===== src/pireg_pkg.sv =====
// shared constants, register map and carrier types of the process regulator
package pireg_pkg;

    // ==============================
    // bus and data widths
    localparam int DATA_W = 16;
    localparam int ADDR_W = 4;

    // ==============================
    // register offsets
    localparam logic [ADDR_W-1:0] ADDR_PGAIN = 4'h0;
    localparam logic [ADDR_W-1:0] ADDR_IGAIN = 4'h1;
    localparam logic [ADDR_W-1:0] ADDR_SETPT = 4'h2;
    localparam logic [ADDR_W-1:0] ADDR_DEADB = 4'h3;
    localparam logic [ADDR_W-1:0] ADDR_SRCSEL = 4'h4;
    localparam logic [ADDR_W-1:0] ADDR_FREQSEL = 4'h5;
    localparam logic [ADDR_W-1:0] ADDR_SLIP = 4'h6;
    localparam logic [ADDR_W-1:0] ADDR_PRESET = 4'h7;
    localparam logic [ADDR_W-1:0] ADDR_FBLOW = 4'h8;
    localparam logic [ADDR_W-1:0] ADDR_FBHIGH = 4'h9;
    localparam logic [ADDR_W-1:0] ADDR_RESTORE = 4'hA;
    localparam logic [ADDR_W-1:0] ADDR_CONFIG = 4'hB;
    localparam logic [ADDR_W-1:0] ADDR_STATUS = 4'hC;
    localparam logic [ADDR_W-1:0] ADDR_OUTFREQ = 4'hD;

    // ==============================
    // ranges and reset values (gains in 0.01, percentages in 0.1 %, frequency in 0.01 Hz)
    localparam logic [DATA_W-1:0] GAIN_MAX = 16'h03E8;
    localparam logic [DATA_W-1:0] GAIN_RST = 16'h0001;
    localparam logic [DATA_W-1:0] SETPT_MAX = 16'h03E8;
    localparam logic [DATA_W-1:0] SETPT_RST = 16'h0000;
    localparam logic [DATA_W-1:0] DEADB_MAX = 16'h0064;
    localparam logic [DATA_W-1:0] DEADB_RST = 16'h0000;
    localparam logic [DATA_W-1:0] SRCSEL_MAX = 16'h0009;
    localparam logic [DATA_W-1:0] SRCSEL_RST = 16'h0000;
    localparam logic [DATA_W-1:0] FREQSEL_RST = 16'h0000;
    localparam logic [DATA_W-1:0] SLIP_RST = 16'h0000;
    localparam logic [DATA_W-1:0] PRESET_RST = 16'h0000;
    localparam logic [DATA_W-1:0] FBLOW_RST = 16'h0000;
    localparam logic [DATA_W-1:0] FBHIGH_RST = 16'h03E8;
    localparam logic [DATA_W-1:0] CONFIG_RST = 16'h0001;
    localparam logic [DATA_W-1:0] FREQ_MAX = 16'h9C40;
    localparam logic [DATA_W-1:0] PCT_FULL = 16'h03E8;

    // ==============================
    // selector values and commands
    localparam logic [DATA_W-1:0] SEL_LAST_EXT = 16'h0006;
    localparam logic [DATA_W-1:0] SEL_CONTACT = 16'h0007;
    localparam logic [DATA_W-1:0] SEL_UNUSED = 16'h0008;
    localparam logic [DATA_W-1:0] SEL_PI = 16'h0009;
    localparam logic [DATA_W-1:0] FREQSEL_EXT = 16'h0000;
    localparam logic [DATA_W-1:0] RESTORE_ALL = 16'h0001;
    localparam logic [DATA_W-1:0] RESTORE_SEL = 16'h0002;

    // ==============================
    // field positions
    localparam int CFG_NEWEST = 0;
    localparam int ST_FAULT = 0;
    localparam int ST_ACTIVE = 1;
    localparam int ST_RUN = 2;
    localparam int ST_INHIBIT = 3;

    // ==============================
    // timing: regulator update tick and gain scaling
    localparam int CLK_PERIOD_NS = 10;
    localparam int TICK_PERIOD_NS = 1000000;
    localparam int TICK_CYC = TICK_PERIOD_NS / CLK_PERIOD_NS;
    localparam int TICKS_PER_SEC = 1000000000 / TICK_PERIOD_NS;
    localparam int P_DIV = 10;
    localparam int I_SCALE = TICKS_PER_SEC;
    localparam int IACC_LIM = 40000 * TICKS_PER_SEC;

    // ==============================
    // carrier of the terminal contacts
    typedef struct packed {
        logic startClosed;
        logic inhibitClosed;
        logic stopPressed;
    } pireg_term_s;

endpackage


===== src/pireg_tick_div.sv =====
// divider making the one-cycle regulator update enable
`timescale 1ns/1ns
`default_nettype none
module pireg_tick_div
    import pireg_pkg::*;
#(
    parameter int unsigned CYC = TICK_CYC
) (
    // clock and reset
    input wire logic sys_clk,
    input wire logic rst,
    // enable out
    output logic tick
);
    logic [31:0] count_q;

    // ==============================
    // free-running count, tick on wrap
    always_ff @(posedge sys_clk) begin
        if (rst) begin
            count_q <= 32'h00000000;
            tick <= 1'b0;
        end else if (count_q >= CYC - 1) begin
            count_q <= 32'h00000000;
            tick <= 1'b1;
        end else begin
            count_q <= count_q + 32'h00000001;
            tick <= 1'b0;
        end
    end
endmodule
`default_nettype wire


===== src/pireg_fb_scale.sv =====
// feedback scaling onto the process range, with inversion when high is below low
`timescale 1ns/1ns
`default_nettype none
module pireg_fb_scale
    import pireg_pkg::*;
(
    // feedback and scaling settings
    input wire logic [DATA_W-1:0] rawFb,
    input wire logic [DATA_W-1:0] scaleLow,
    input wire logic [DATA_W-1:0] scaleHigh,
    // scaled percentage, 0.1 % units
    output logic [DATA_W-1:0] scaledFb
);
    logic inverted;
    logic [DATA_W-1:0] span;
    logic [DATA_W-1:0] offs;
    logic [31:0] quot;

    always_comb begin
        inverted = scaleHigh < scaleLow; // RL21
        span = inverted ? scaleLow - scaleHigh : scaleHigh - scaleLow;
        if (inverted) begin
            // rising feedback lowers the result
            offs = (rawFb >= scaleLow) ? 16'h0000 : (rawFb <= scaleHigh ? span : scaleLow - rawFb); // RL19
        end else begin
            offs = (rawFb <= scaleLow) ? 16'h0000 : (rawFb >= scaleHigh ? span : rawFb - scaleLow); // RL19
        end
        // a zero span would divide by zero; read it as no feedback
        quot = (span == 16'h0000) ? 32'h00000000 : ({16'h0000, offs} * {16'h0000, PCT_FULL}) / {16'h0000, span};
        scaledFb = quot[DATA_W-1:0];
    end
endmodule
`default_nettype wire


===== src/pireg_top.sv =====
// process regulator: settings, activation, terminal contacts and frequency correction
//
// Notes on behaviour
// RL1: proportional gain 1.00 gives 1 Hz correction per 1 % error.
// RL2: integral gain 1.00 ramps correction 10 Hz per second at 1 % error.
// RL3: proportional gain 0 to 10.00 in 0.01 steps, default 0.01.
// RL4: integral gain 0 to 10.00 in 0.01 steps, default 0.01.
// RL5: setpoint 0 to 100.0 % in 0.1 % steps, default zero.
// RL6: errors below the dead band, 0 to 10.0 %, are ignored.
// RL7: gains, setpoint and dead band act when the selector is 9.
// RL8: newest revision also activates through setpoint and slip compensation.
// RL9: newest revision needs setpoint above zero unless selector is 9.
// RL10: operator disables the regulator only while the drive is stopped; here restore 2 and setting writes act whether or not the drive is stopped.
// RL11: start or run honoured only while start contact is closed.
// RL12: restore 1 resets settings and raises fault; stop cycling clears it.
// RL13: selector change acts after reset or restore command 2.
// RL14: selector 0 to 6 needs frequency source 0; 8 never regulates.
// RL15: selector 7 and 9 use the opened inhibit contact.
// RL16: older revisions regulate only with selector 9.
// RL17: closed inhibit contact disables regulation and outputs the preset frequency.
// RL18: opening inhibit enters regulation for selector 7 or 9.
// RL19: feedback low and high scaling map, and may invert, the feedback.
// RL20: installer wires feedback so that rising feedback asks for rising frequency; here rising scaled feedback lowers the frequency command.
// RL21: high scaling below low scaling inverts the feedback.
// RL22: error is setpoint minus feedback; proportional plus integral added to command.
//
// Design decisions made here: strobed register access and the placing of the registers.
`timescale 1ns/1ns
`default_nettype none
module pireg_top
    import pireg_pkg::*;
#(
    parameter int unsigned TICK_CYCLES = TICK_CYC
) (
    // clock and reset
    input wire logic sys_clk,
    input wire logic rst,
    // register port
    input wire logic [ADDR_W-1:0] regAddr,
    input wire logic [DATA_W-1:0] regWdata,
    input wire logic regWrite,
    input wire logic regRead,
    output logic [DATA_W-1:0] regRdata,
    // terminal contacts, asynchronous pins
    input wire pireg_term_s termPins,
    // process signals from same-clock logic
    input wire logic [DATA_W-1:0] feedbackRaw,
    input wire logic [DATA_W-1:0] extFreqCmd,
    // frequency command to the motor stage
    output logic [DATA_W-1:0] freqCmd,
    output logic runCmd,
    output logic regActive,
    output logic reprogramFault
);
    // ==============================
    // settings
    logic [DATA_W-1:0] pGain_q;
    logic [DATA_W-1:0] iGain_q;
    logic [DATA_W-1:0] setpoint_q;
    logic [DATA_W-1:0] deadband_q;
    logic [DATA_W-1:0] srcSel_q;
    logic [DATA_W-1:0] activeSel_q;
    logic [DATA_W-1:0] freqSel_q;
    logic [DATA_W-1:0] slipComp_q;
    logic [DATA_W-1:0] presetFreq_q;
    logic [DATA_W-1:0] fbLow_q;
    logic [DATA_W-1:0] fbHigh_q;
    logic [DATA_W-1:0] config_q;

    // contacts and strobes
    pireg_term_s termMeta_q;
    pireg_term_s term_q;
    logic stopPrev_q;
    logic stopRelease;
    logic wrRestoreAll;
    logic wrRestoreSel;

    // loop terms are 32 bits wide so gain times error never wraps
    logic tick;
    logic regOn;
    logic [DATA_W-1:0] fbScaled;
    logic signed [31:0] iAcc_q;
    logic signed [31:0] err;
    logic signed [31:0] errDb;
    logic signed [31:0] pTerm;
    logic signed [31:0] iStep;
    logic signed [31:0] iNext;
    logic signed [31:0] total;

    function automatic logic [DATA_W-1:0] clampTo(input logic [DATA_W-1:0] v, input logic [DATA_W-1:0] lim);
        clampTo = (v > lim) ? lim : v;
    endfunction

    assign wrRestoreAll = regWrite && regAddr == ADDR_RESTORE && regWdata == RESTORE_ALL;
    assign wrRestoreSel = regWrite && regAddr == ADDR_RESTORE && regWdata == RESTORE_SEL;

    // ==============================
    // pin synchronisers
    always_ff @(posedge sys_clk) begin
        if (rst) begin
            termMeta_q <= '0;
            term_q <= '0;
            stopPrev_q <= 1'b0;
        end else begin
            termMeta_q <= termPins;
            term_q <= termMeta_q;
            stopPrev_q <= term_q.stopPressed;
        end
    end
    assign stopRelease = stopPrev_q && !term_q.stopPressed;

    pireg_tick_div #(.CYC(TICK_CYCLES)) uTick (
        .sys_clk(sys_clk),
        .rst(rst),
        .tick(tick)
    );

    pireg_fb_scale uScale (
        .rawFb(feedbackRaw),
        .scaleLow(fbLow_q),
        .scaleHigh(fbHigh_q),
        .scaledFb(fbScaled)
    );

    // ==============================
    // settings registers; gain, setpoint, dead band, selector and preset writes clamped to their ranges
    always_ff @(posedge sys_clk) begin
        if (rst || wrRestoreAll) begin // RL12
            pGain_q <= GAIN_RST; // RL3
            iGain_q <= GAIN_RST; // RL4
            setpoint_q <= SETPT_RST; // RL5
            deadband_q <= DEADB_RST; // RL6
            srcSel_q <= SRCSEL_RST;
            freqSel_q <= FREQSEL_RST;
            slipComp_q <= SLIP_RST;
            presetFreq_q <= PRESET_RST;
            fbLow_q <= FBLOW_RST;
            fbHigh_q <= FBHIGH_RST;
            config_q <= CONFIG_RST;
        end else if (regWrite) begin
            if (regAddr == ADDR_PGAIN) begin
                pGain_q <= clampTo(regWdata, GAIN_MAX); // RL3
            end else if (regAddr == ADDR_IGAIN) begin
                iGain_q <= clampTo(regWdata, GAIN_MAX); // RL4
            end else if (regAddr == ADDR_SETPT) begin
                setpoint_q <= clampTo(regWdata, SETPT_MAX); // RL5
            end else if (regAddr == ADDR_DEADB) begin
                deadband_q <= clampTo(regWdata, DEADB_MAX); // RL6
            end else if (regAddr == ADDR_SRCSEL) begin
                srcSel_q <= clampTo(regWdata, SRCSEL_MAX);
            end else if (regAddr == ADDR_FREQSEL) begin
                freqSel_q <= regWdata;
            end else if (regAddr == ADDR_SLIP) begin
                slipComp_q <= regWdata;
            end else if (regAddr == ADDR_PRESET) begin
                presetFreq_q <= clampTo(regWdata, FREQ_MAX);
            end else if (regAddr == ADDR_FBLOW) begin
                fbLow_q <= regWdata;
            end else if (regAddr == ADDR_FBHIGH) begin
                fbHigh_q <= regWdata;
            end else if (regAddr == ADDR_CONFIG) begin
                config_q <= regWdata & 16'h0001;
            end
        end
    end

    // ==============================
    // selector in force: only reset or restore 2 moves it, so a live edit cannot jolt the motor
    always_ff @(posedge sys_clk) begin
        if (rst) begin
            activeSel_q <= SRCSEL_RST; // RL13
        end else if (wrRestoreSel) begin
            activeSel_q <= srcSel_q; // RL13
        end
    end

    // ==============================
    // reprogram fault: set wins over the stop-release clear
    always_ff @(posedge sys_clk) begin
        if (rst) begin
            reprogramFault <= 1'b0;
        end else if (wrRestoreAll) begin
            reprogramFault <= 1'b1; // RL12
        end else if (stopRelease) begin
            reprogramFault <= 1'b0; // RL12
        end
    end

    // ==============================
    // activation
    always_comb begin
        regOn = 1'b0;
        if (activeSel_q == SEL_PI) begin
            regOn = !term_q.inhibitClosed; // RL7 RL15 RL18
        end else if (config_q[CFG_NEWEST] && activeSel_q != SEL_UNUSED) begin // RL14 RL16
            // slip compensation at zero and a live setpoint together arm the loop
            regOn = slipComp_q == SLIP_RST && setpoint_q != SETPT_RST; // RL8 RL9
            if (activeSel_q <= SEL_LAST_EXT) begin
                regOn = regOn && freqSel_q == FREQSEL_EXT && !term_q.inhibitClosed; // RL14 RL17
            end else begin
                regOn = regOn && !term_q.inhibitClosed; // RL15 RL18
            end
        end
        regOn = regOn && term_q.startClosed && !reprogramFault;
    end

    // ==============================
    // error and correction terms
    always_comb begin
        err = $signed({16'h0000, setpoint_q}) - $signed({16'h0000, fbScaled}); // RL22
        if (err < $signed({16'h0000, deadband_q}) && -err < $signed({16'h0000, deadband_q})) begin
            errDb = 32'sh00000000; // RL6
        end else begin
            errDb = err;
        end
        // 0.01 gain x 0.1 % error gives 0.001 Hz, so divide by 10 for 0.01 Hz
        pTerm = ($signed({16'h0000, pGain_q}) * errDb) / P_DIV; // RL1
        // per tick step kept scaled by ticks per second; 1.00 at 1 % gives 10 Hz/s
        iStep = $signed({16'h0000, iGain_q}) * errDb; // RL2
        iNext = iAcc_q + iStep;
        if (iNext > IACC_LIM) begin
            iNext = IACC_LIM;
        end else if (iNext < -IACC_LIM) begin
            iNext = -IACC_LIM;
        end
        total = $signed({16'h0000, extFreqCmd}) + pTerm + iAcc_q / I_SCALE; // RL22
    end

    // ==============================
    // integrator, cleared while the loop is off to avoid windup at re-entry
    always_ff @(posedge sys_clk) begin
        if (rst || !regOn) begin
            iAcc_q <= 32'sh00000000;
        end else if (tick) begin
            iAcc_q <= iNext; // RL2 RL22
        end
    end

    // ==============================
    // outputs to the motor stage
    always_ff @(posedge sys_clk) begin
        if (rst) begin
            runCmd <= 1'b0;
            regActive <= 1'b0;
            freqCmd <= 16'h0000;
        end else begin
            runCmd <= term_q.startClosed && !term_q.stopPressed && !reprogramFault; // RL11
            regActive <= regOn;
            if (!term_q.startClosed) begin
                freqCmd <= 16'h0000; // RL11
            end else if (term_q.inhibitClosed) begin
                freqCmd <= presetFreq_q; // RL17
            end else if (!regOn) begin
                freqCmd <= clampTo(extFreqCmd, FREQ_MAX);
            end else if (total < 0) begin
                freqCmd <= 16'h0000;
            end else if (total > $signed({16'h0000, FREQ_MAX})) begin
                freqCmd <= FREQ_MAX;
            end else begin
                freqCmd <= total[DATA_W-1:0]; // RL22
            end
        end
    end

    // ==============================
    // register read port, data one cycle after the strobe
    always_ff @(posedge sys_clk) begin
        if (rst) begin
            regRdata <= 16'h0000;
        end else if (regRead) begin
            if (regAddr == ADDR_PGAIN) begin
                regRdata <= pGain_q;
            end else if (regAddr == ADDR_IGAIN) begin
                regRdata <= iGain_q;
            end else if (regAddr == ADDR_SETPT) begin
                regRdata <= setpoint_q;
            end else if (regAddr == ADDR_DEADB) begin
                regRdata <= deadband_q;
            end else if (regAddr == ADDR_SRCSEL) begin
                regRdata <= srcSel_q;
            end else if (regAddr == ADDR_FREQSEL) begin
                regRdata <= freqSel_q;
            end else if (regAddr == ADDR_SLIP) begin
                regRdata <= slipComp_q;
            end else if (regAddr == ADDR_PRESET) begin
                regRdata <= presetFreq_q;
            end else if (regAddr == ADDR_FBLOW) begin
                regRdata <= fbLow_q;
            end else if (regAddr == ADDR_FBHIGH) begin
                regRdata <= fbHigh_q;
            end else if (regAddr == ADDR_CONFIG) begin
                regRdata <= config_q;
            end else if (regAddr == ADDR_STATUS) begin
                regRdata <= {12'h000, term_q.inhibitClosed, runCmd, regActive, reprogramFault};
            end else if (regAddr == ADDR_OUTFREQ) begin
                regRdata <= freqCmd;
            end else begin
                regRdata <= 16'h0000;
            end
        end else begin
            regRdata <= 16'h0000;
        end
    end
endmodule
`default_nettype wire


===== config.mk =====
export PLATFORM = sky130hd
export DESIGN_NAME = pireg_top
export DESIGN_NICKNAME = d
export VERILOG_FILES = /design/src/pireg_pkg.sv /design/src/pireg_tick_div.sv /design/src/pireg_fb_scale.sv /design/src/pireg_top.sv
export SDC_FILE = /design/constraint.sdc
export NUM_CORES = 2
export LEC_CHECK = 0
export BUFFER_PORTS_ARGS = -buffer_cell sky130_fd_sc_hd__buf_2
export CORE_MARGIN = 2
export CORE_UTILIZATION = 65
export DETAILED_ROUTE_END_ITERATION = 6
export PLACE_DENSITY = 0.88
export SYNTH_ARGS = -nofsm -noshare
export SYNTH_HDL_FRONTEND = slang
export SYNTH_SLANG_ARGS = --single-unit

===== constraint.sdc =====
create_clock -name sys_clk -period 335.8 [get_ports sys_clk]
set_input_delay 16.79 -clock sys_clk [delete_from_list [all_inputs] [get_ports sys_clk]]
set_output_delay 16.79 -clock sys_clk [all_outputs]
set_load 0.05 [all_outputs]

Word-level counts from Yosys, hierarchy flattened
Cells that the tools add are included.
Widths: inputs -> output; s select.
{"block": "word_totals", "register_bits": 284, "inputBits": 59, "word_cells": 168, "output_inout_bits": 35}
{"block": "op_classes", "multipliers": 3, "bitwise": 12, "n_addsub": 10, "reduce_logical": 40, "mux": 38, "div_mod_pow": 3, "n_eq_ne": 17, "magnitude_cmp": 18}
{"operator": "$mux 16", "n": 29}
{"operator": "$mux 32", "n": 3}
{"operator": "$add 32x32->32", "n": 2}
{"operator": "$mul 17x32->32", "n": 2}
{"operator": "$sub 16x16->16", "n": 4}
{"operator": "$logic_not 16->1", "n": 3}
{"operator": "$add 17x32->32", "n": 1}
{"operator": "$add 32x1->32 const B", "n": 1}
{"operator": "$div 26x16->32", "n": 1}
{"operator": "$div 32x11->32 const B", "n": 1}
{"operator": "$div 32x5->32 const B", "n": 1}
{"operator": "$ge 16x16->1", "n": 2}
{"operator": "$ge 32x17->1 const B", "n": 1}
{"operator": "$gt 16x16->1 const B", "n": 2}
{"operator": "$gt 32x17->1 const B", "n": 1}
{"operator": "$gt 32x27->1 const B", "n": 1}
{"operator": "$le 16x16->1", "n": 2}
{"operator": "$lt 32x1->1 const B", "n": 1}
{"operator": "$lt 32x17->1", "n": 1}
{"operator": "$lt 32x27->1 const B", "n": 1}
{"operator": "$neg 17->32", "n": 1}
{"operator": "$eq 4x4->1 const B", "n": 6}
{"operator": "$mul 16x7->23 const B", "n": 1}
{"operator": "$lt 17x17->1", "n": 1}
{"operator": "other kinds (33)", "n": 72}

Depth between registers and ports, before layout
{"block": "logic_depth", "word_depth": 22, "ltp_mapped": 758, "ltp_nobuf": 702}

Modules after synthesis
A second synthesis with hierarchy kept.
{"block": "unflattened", "hier_cells": 10514, "area_unflattened_um2": 79700.2}
{"module": "pireg_top", "area_per_inst_um2": 49069.6, "instances": 1, "seq_area_each_um2": 5024.8, "cells_per_inst": 6281}
{"module": "pireg_fb_scale", "area_per_inst_um2": 29373.2, "instances": 1, "seq_area_each_um2": 0.0, "cells_per_inst": 4122}
{"module": "pireg_tick_div", "area_per_inst_um2": 1257.5, "instances": 1, "seq_area_each_um2": 660.6, "cells_per_inst": 111}

Worst setup path before layout
OpenSTA, ideal clock, no wires.
{"block": "synth_timing", "path_type": "in2reg", "start": "input port feedbackRaw[2]", "end": "register freqCmd[10]", "n_path_buf": 48, "setup_slack_ps": 186733, "stages": 715, "arrival_time_ps": 148971, "cell_sequence": "inv_1 ha_1 clkbuf_1 a21o_1 a21oi_1 o21bai_1 a21oi_1 o21bai_1 a21oi_1 o21ai_0 a21oi_1 nor2b_1 o21a_1 o21ai_0 nand2b_1 or3b_2 clkbuf_1 nand2b_1 [... 679 more ...] a21oi_1 o21bai_1 a21oi_1 o21bai_1 a21oi_1 o21bai_1 a21oi_1 o21bai_1 a21oi_1 o21bai_1 a21oi_1 o21bai_1 a21oi_1 xnor2_1 xnor2_1 o21bai_4 nand4_1 a221oi_1"}
{"block": "synth_via", "elab_chain_len": 21, "elab_cells_between_ends": 30, "classes_between": "6 x add/sub; 2 x mul; 2 x div; 8 x order compare; 11 x mux; 1 x reduce/logical"}
{"element": "start, declared", "line_no": "pireg_top.sv:47", "rtl": "input wire logic [DATA_W-1:0] feedbackRaw,"}
{"element": "$sub 16x16->16, or another cell as far along", "line_no": "pireg_fb_scale.sv:26", "rtl": "offs = (rawFb <= scaleLow) ? 16'h0000 : (rawFb >= scaleHigh ? span : rawFb - scaleLow);"}
{"element": "$mux 16, on equally long branches (2 in a row)", "line_no": "pireg_fb_scale.sv:26, pireg_fb_scale.sv:24"}
{"element": "$mux 16 *", "line_no": "pireg_fb_scale.sv:22", "rtl": "if (inverted) begin"}
{"element": "$mul 16x7->23 *", "line_no": "pireg_fb_scale.sv:29", "rtl": "quot = (span == 16'h0000) ? 32'h00000000 : ({16'h0000, offs} * {16'h0000, PCT_FULL}) / {16'h0000, span};"}
{"element": "$div 26x16->32 *", "line_no": "pireg_fb_scale.sv:29"}
{"element": "$mux 16 *", "line_no": "pireg_fb_scale.sv:29"}
{"element": "$sub 16x16->17 *", "line_no": "pireg_top.sv:210", "rtl": "err = $signed({16'h0000, setpoint_q}) - $signed({16'h0000, fbScaled});"}
{"element": "$neg 17->32", "line_no": "pireg_top.sv:211", "rtl": "if (err < $signed({16'h0000, deadband_q}) && -err < $signed({16'h0000, deadband_q})) begin"}
{"element": "[... 4 more ...]"}
{"element": "$div 32x5->32 *", "line_no": "pireg_top.sv:217", "rtl": "pTerm = ($signed({16'h0000, pGain_q}) * errDb) / P_DIV;"}
{"element": "$add 17x32->32 *", "line_no": "pireg_top.sv:226", "rtl": "total = $signed({16'h0000, extFreqCmd}) + pTerm + iAcc_q / I_SCALE;"}
{"element": "$add 32x32->32 *", "line_no": "pireg_top.sv:226"}
{"element": "$gt 32x17->1", "line_no": "pireg_top.sv:257", "rtl": "end else if (total > $signed({16'h0000, FREQ_MAX})) begin"}
{"element": "$mux 16", "line_no": "pireg_top.sv:257"}
{"element": "$mux 16 *", "line_no": "pireg_top.sv:255", "rtl": "end else if (total < 0) begin"}
{"element": "$mux 16 *", "line_no": "pireg_top.sv:253", "rtl": "end else if (!regOn) begin"}
{"element": "$mux 16 *", "line_no": "pireg_top.sv:251", "rtl": "end else if (term_q.inhibitClosed) begin"}
{"element": "end signal, assigned", "line_no": "pireg_top.sv:252", "rtl": "freqCmd <= presetFreq_q;"}
{"element": "end signal, assigned", "line_no": "pireg_top.sv:254", "rtl": "freqCmd <= clampTo(extFreqCmd, FREQ_MAX);"}
{"element": "end signal, assigned", "line_no": "pireg_top.sv:260", "rtl": "freqCmd <= total[DATA_W-1:0];"}
{"element": "end, declared", "line_no": "pireg_top.sv:50", "rtl": "output logic [DATA_W-1:0] freqCmd,"}
Mark *: on every way between the ends. The rest lies on a longest branch, timed or not.
A chain may end at the register's enable or synchronous reset.

Worst setup path after layout
{"block": "layout_timing", "start": "input port feedbackRaw[0]", "end": "register freqCmd[6]"}
Same word-level chain as after synthesis.

==> results.md <==
* Status: complete, but fails checks
* Failing checks: DRC
* Largest net degree at the start of global routing at 76
* Worst-path fanout max at 33
* Total CTS buffers at 31
* Post-CTS Hold Buffers at 0
* RSZ-0062 raised after global routing: false
* Vias per cell at 6.736
* Worst reg2reg setup slack at 184.52 ns
* Post-CTS Setup Bufs at 0
* DR WL/cell at 22.34 um
* GP Congestion at 1.044
* CTS Buffer Depth at 3
* Post-route clock period utilization at 49.40%
* Remaining antenna violation count at 0
* Top FF cell, synth: dfxtp_1
* Core Area at 117600 um2
* Hpwl dp at 204.2 mm
* GRT Total Usage at 41.48%
* CTS tree: done
* Ys async rst share at 0%
* # setup viols final at 0
* Drc violations at 32
* Htree depth at 1
* Num ports at 94
* Critical Path Start: feedbackRaw[0]
* CP max stage cell: xnor2_1
* Die W at 347.7 um
* Chip Height at 347.7 um
* Post-synth EDFFs at 0
* Max-slew headroom at 4.835%
* Slowest stage delay, CP at 0.92 ns
* Netlist cell types at 141
* Vias at 77609
* Clock Tree Root: clkbuf_16
* Synth Instances at 10116
* CP arrival at 166.39 ns
* Ys Warns at 0
* Total Wirelength at 257.4 mm
* Hold Path Class: register to register
* Die area at 120900 um2
* FF+latch count, synth at 284
* Clk sink count at 284
* MaxCap Viol Count at 0
* Post-CTS Resized at 0
* Hold_sp: termMeta_q[1]
* CP Class: input pin to register
* Row count at 126
* Clk_skew at 0.02278 ns
* Clk Latency, worst-skew pair at 0.64 ns
* Crit start category: input pin
* Final Slew Violations at 0
* Layout area overhead at 3.783%
* Worst r2r src: fbLow_q[1]
* GRT Residual Overflow at 0
* TNS Setup at 0 ns
* Hold Fails Final Rpt at 0
* Nets at 11449
* Register clock-pin slew on the reported worst setup and hold paths at 0.06 ns
* Syn avg cell area at 7.590 um2
* First-pass DRT Iterations at 7
* Critical Path End Type: register
* Share of cells above drive strength 1 at 5.754%
* IO Port Bufs at 93
* Period minus WS final at 165.88 ns
* Sequential cell area fraction in the yosys report at 7.405%
* Iter 0 DRT Violations at 9260
* Final hold slack at 0.4499 ns
* Number of global-route vias before repair at 74913
* Slew at the pin closest to its max-slew limit at 1.427 ns
* Data required, critical path at 336.31 ns
* Mapped cell area at 76780 um2
* First-pass GRT wire length at 406.9 mm
* Initial core utilization at 65.28%
* CP most frequent cell: o21a_1
* Antenna violations before repair at 11
* Max frequency at 6.028 MHz
-- kinds of logic (layout without fill, tap and decap cells) --
group	Yosys count	after routing	synth area share, %
other cells	1	32	0.004884
flops	284	284	7.405
buf+inv	1540	1379	7.677
compound gates	2670	2670	24.13
mux	202	202	2.826
simple gates	3427	3427	21.80
xor+xnor	545	545	6.256
fa+ha+maj	1447	1447	29.90
-- flip-flops by register name (all words and copies together), names as in the netlist --
register        count
reprogramFault      1
presetFreq_q       16
freqSel_q          16
regActive           1
iGain_q            16
fbHigh_q           16
runCmd              1
term_q              3
deadband_q         16
freqCmd            16
stopPrev_q          1
iAcc_q             32
activeSel_q        16
uTick.tick          1
setpoint_q         16
config_q            1
srcSel_q           16
termMeta_q          3
regRdata           16
slipComp_q         16
pGain_q            16
uTick.count_q      32
fbLow_q            16
-- worst paths after layout --
check / end / cells after the start
worst min register to register: term_q[1] / 1
worst max register to register: freqCmd[6] / 680
worst max-delay path: freqCmd[6] / 678
worst min-delay path: term_q[1] / 1
-- metrics by stage --
| stage | cells | setup slack [ns] | cell area, um2 | utilization (%) |
|---|---|---|---|---|
| final | 11522 | 169.92 | 79680 | 67.75 |
| after global routing | 11512 | 157.76 | 79660 | 67.73 |
| after CTS | 11511 | 172.86 | 79650 | 67.73 |
| after detailed placement | 11457 | 172.70 | 78570 | 66.81 |
| after global placement | 11457 | 178.48 | 78570 | 66.81 |
| after floorplan | 10136 | 186.73 | 76850 | - |
-- cells in the final DEF, fill, tap and decap left out, types with 87 or more instances in the layout --
| cell | synthesis | layout |
|---|---|---|
| inv_1 | 1123 | 1119 |
| nand2_1 | 989 | 989 |
| ha_1 | 786 | 786 |
| nor2_1 | 733 | 724 |
| fa_1 | 650 | 650 |
| a21oi_1 | 596 | 594 |
| nor3_1 | 413 | 405 |
| xnor2_1 | 402 | 402 |
| o21ai_0 | 400 | 399 |
| and2_1 | 325 | 325 |
| o21a_1 | 300 | 300 |
| dfxtp_1 | 284 | 283 |
| nand3_1 | 182 | 182 |
| o31ai_1 | 152 | 151 |
| a21o_1 | 147 | 147 |
| xor2_1 | 139 | 137 |
| nand2b_1 | 114 | 113 |
| nand4_1 | 112 | 112 |
| buf_4 | 7 | 106 |
| o211ai_1 | 105 | 105 |
| nor2b_1 | 107 | 102 |
| mux2i_1 | 99 | 99 |
| a211oi_1 | 98 | 98 |
| mux2_2 | 97 | 97 |
| buf_2 | 31 | 93 |
| o21bai_1 | 92 | 92 |
| and3_1 | 89 | 89 |
| a31oi_1 | 88 | 87 |
-- layer usage --
metal / routed length [um] / share of wire [%] / vias up / GRT usage [%]
met1: 101900 / 40 / 37052 / 54.76
li1: - / - / 35267 / -
met3: 28170 / 11 / 891 / 8.191
met5: 69 / 0.027 / - / 0
met2: 113000 / 44 / 4387 / 65.60
met4: 14250 / 5.5 / 12 / 18.78
-- synthesized netlist by cell type, types with 139 or more instances --
library cell,n,area [um2]
a21o_1,147,1104
a21oi_1,596,2983
and2_1,325,2033
ha_1,786,9834
xor2_1,139,1217
o21a_1,300,2252
nor2_1,733,2751
o21ai_0,400,2002
fa_1,650,13010
clkbuf_1,337,1265
inv_1,1123,4215
xnor2_1,402,3521
dfxtp_1,284,5685
nand2_1,989,3712
o31ai_1,152,1141
nand3_1,182,910.9
nor3_1,413,2067
-- area by class of cell --
cell class	instances	area (um2)
Antenna cell	11	27.53
Clock buffer	42	907.1
Clock inverter	12	175.2
Fill cell	9755	37930
Inverter	1126	4227
Multi-Input combinational cell	8312	65470
Sequential cell	284	5687
Tap cell	1536	1922
Timing Repair Buffer	199	1261
-- worst max-delay path: cells and delay by family --
kind	cells	cell delay, ns
fa+ha+maj	50	17.39
simple gates	149	30.79
buf+inv	35	5.00
xor+xnor	7	2.33
mux	7	1.70
compound gates	430	92.11
Power is not shown: default switching activity piles up to over one toggle a cycle in this logic, so the estimate is an artifact.
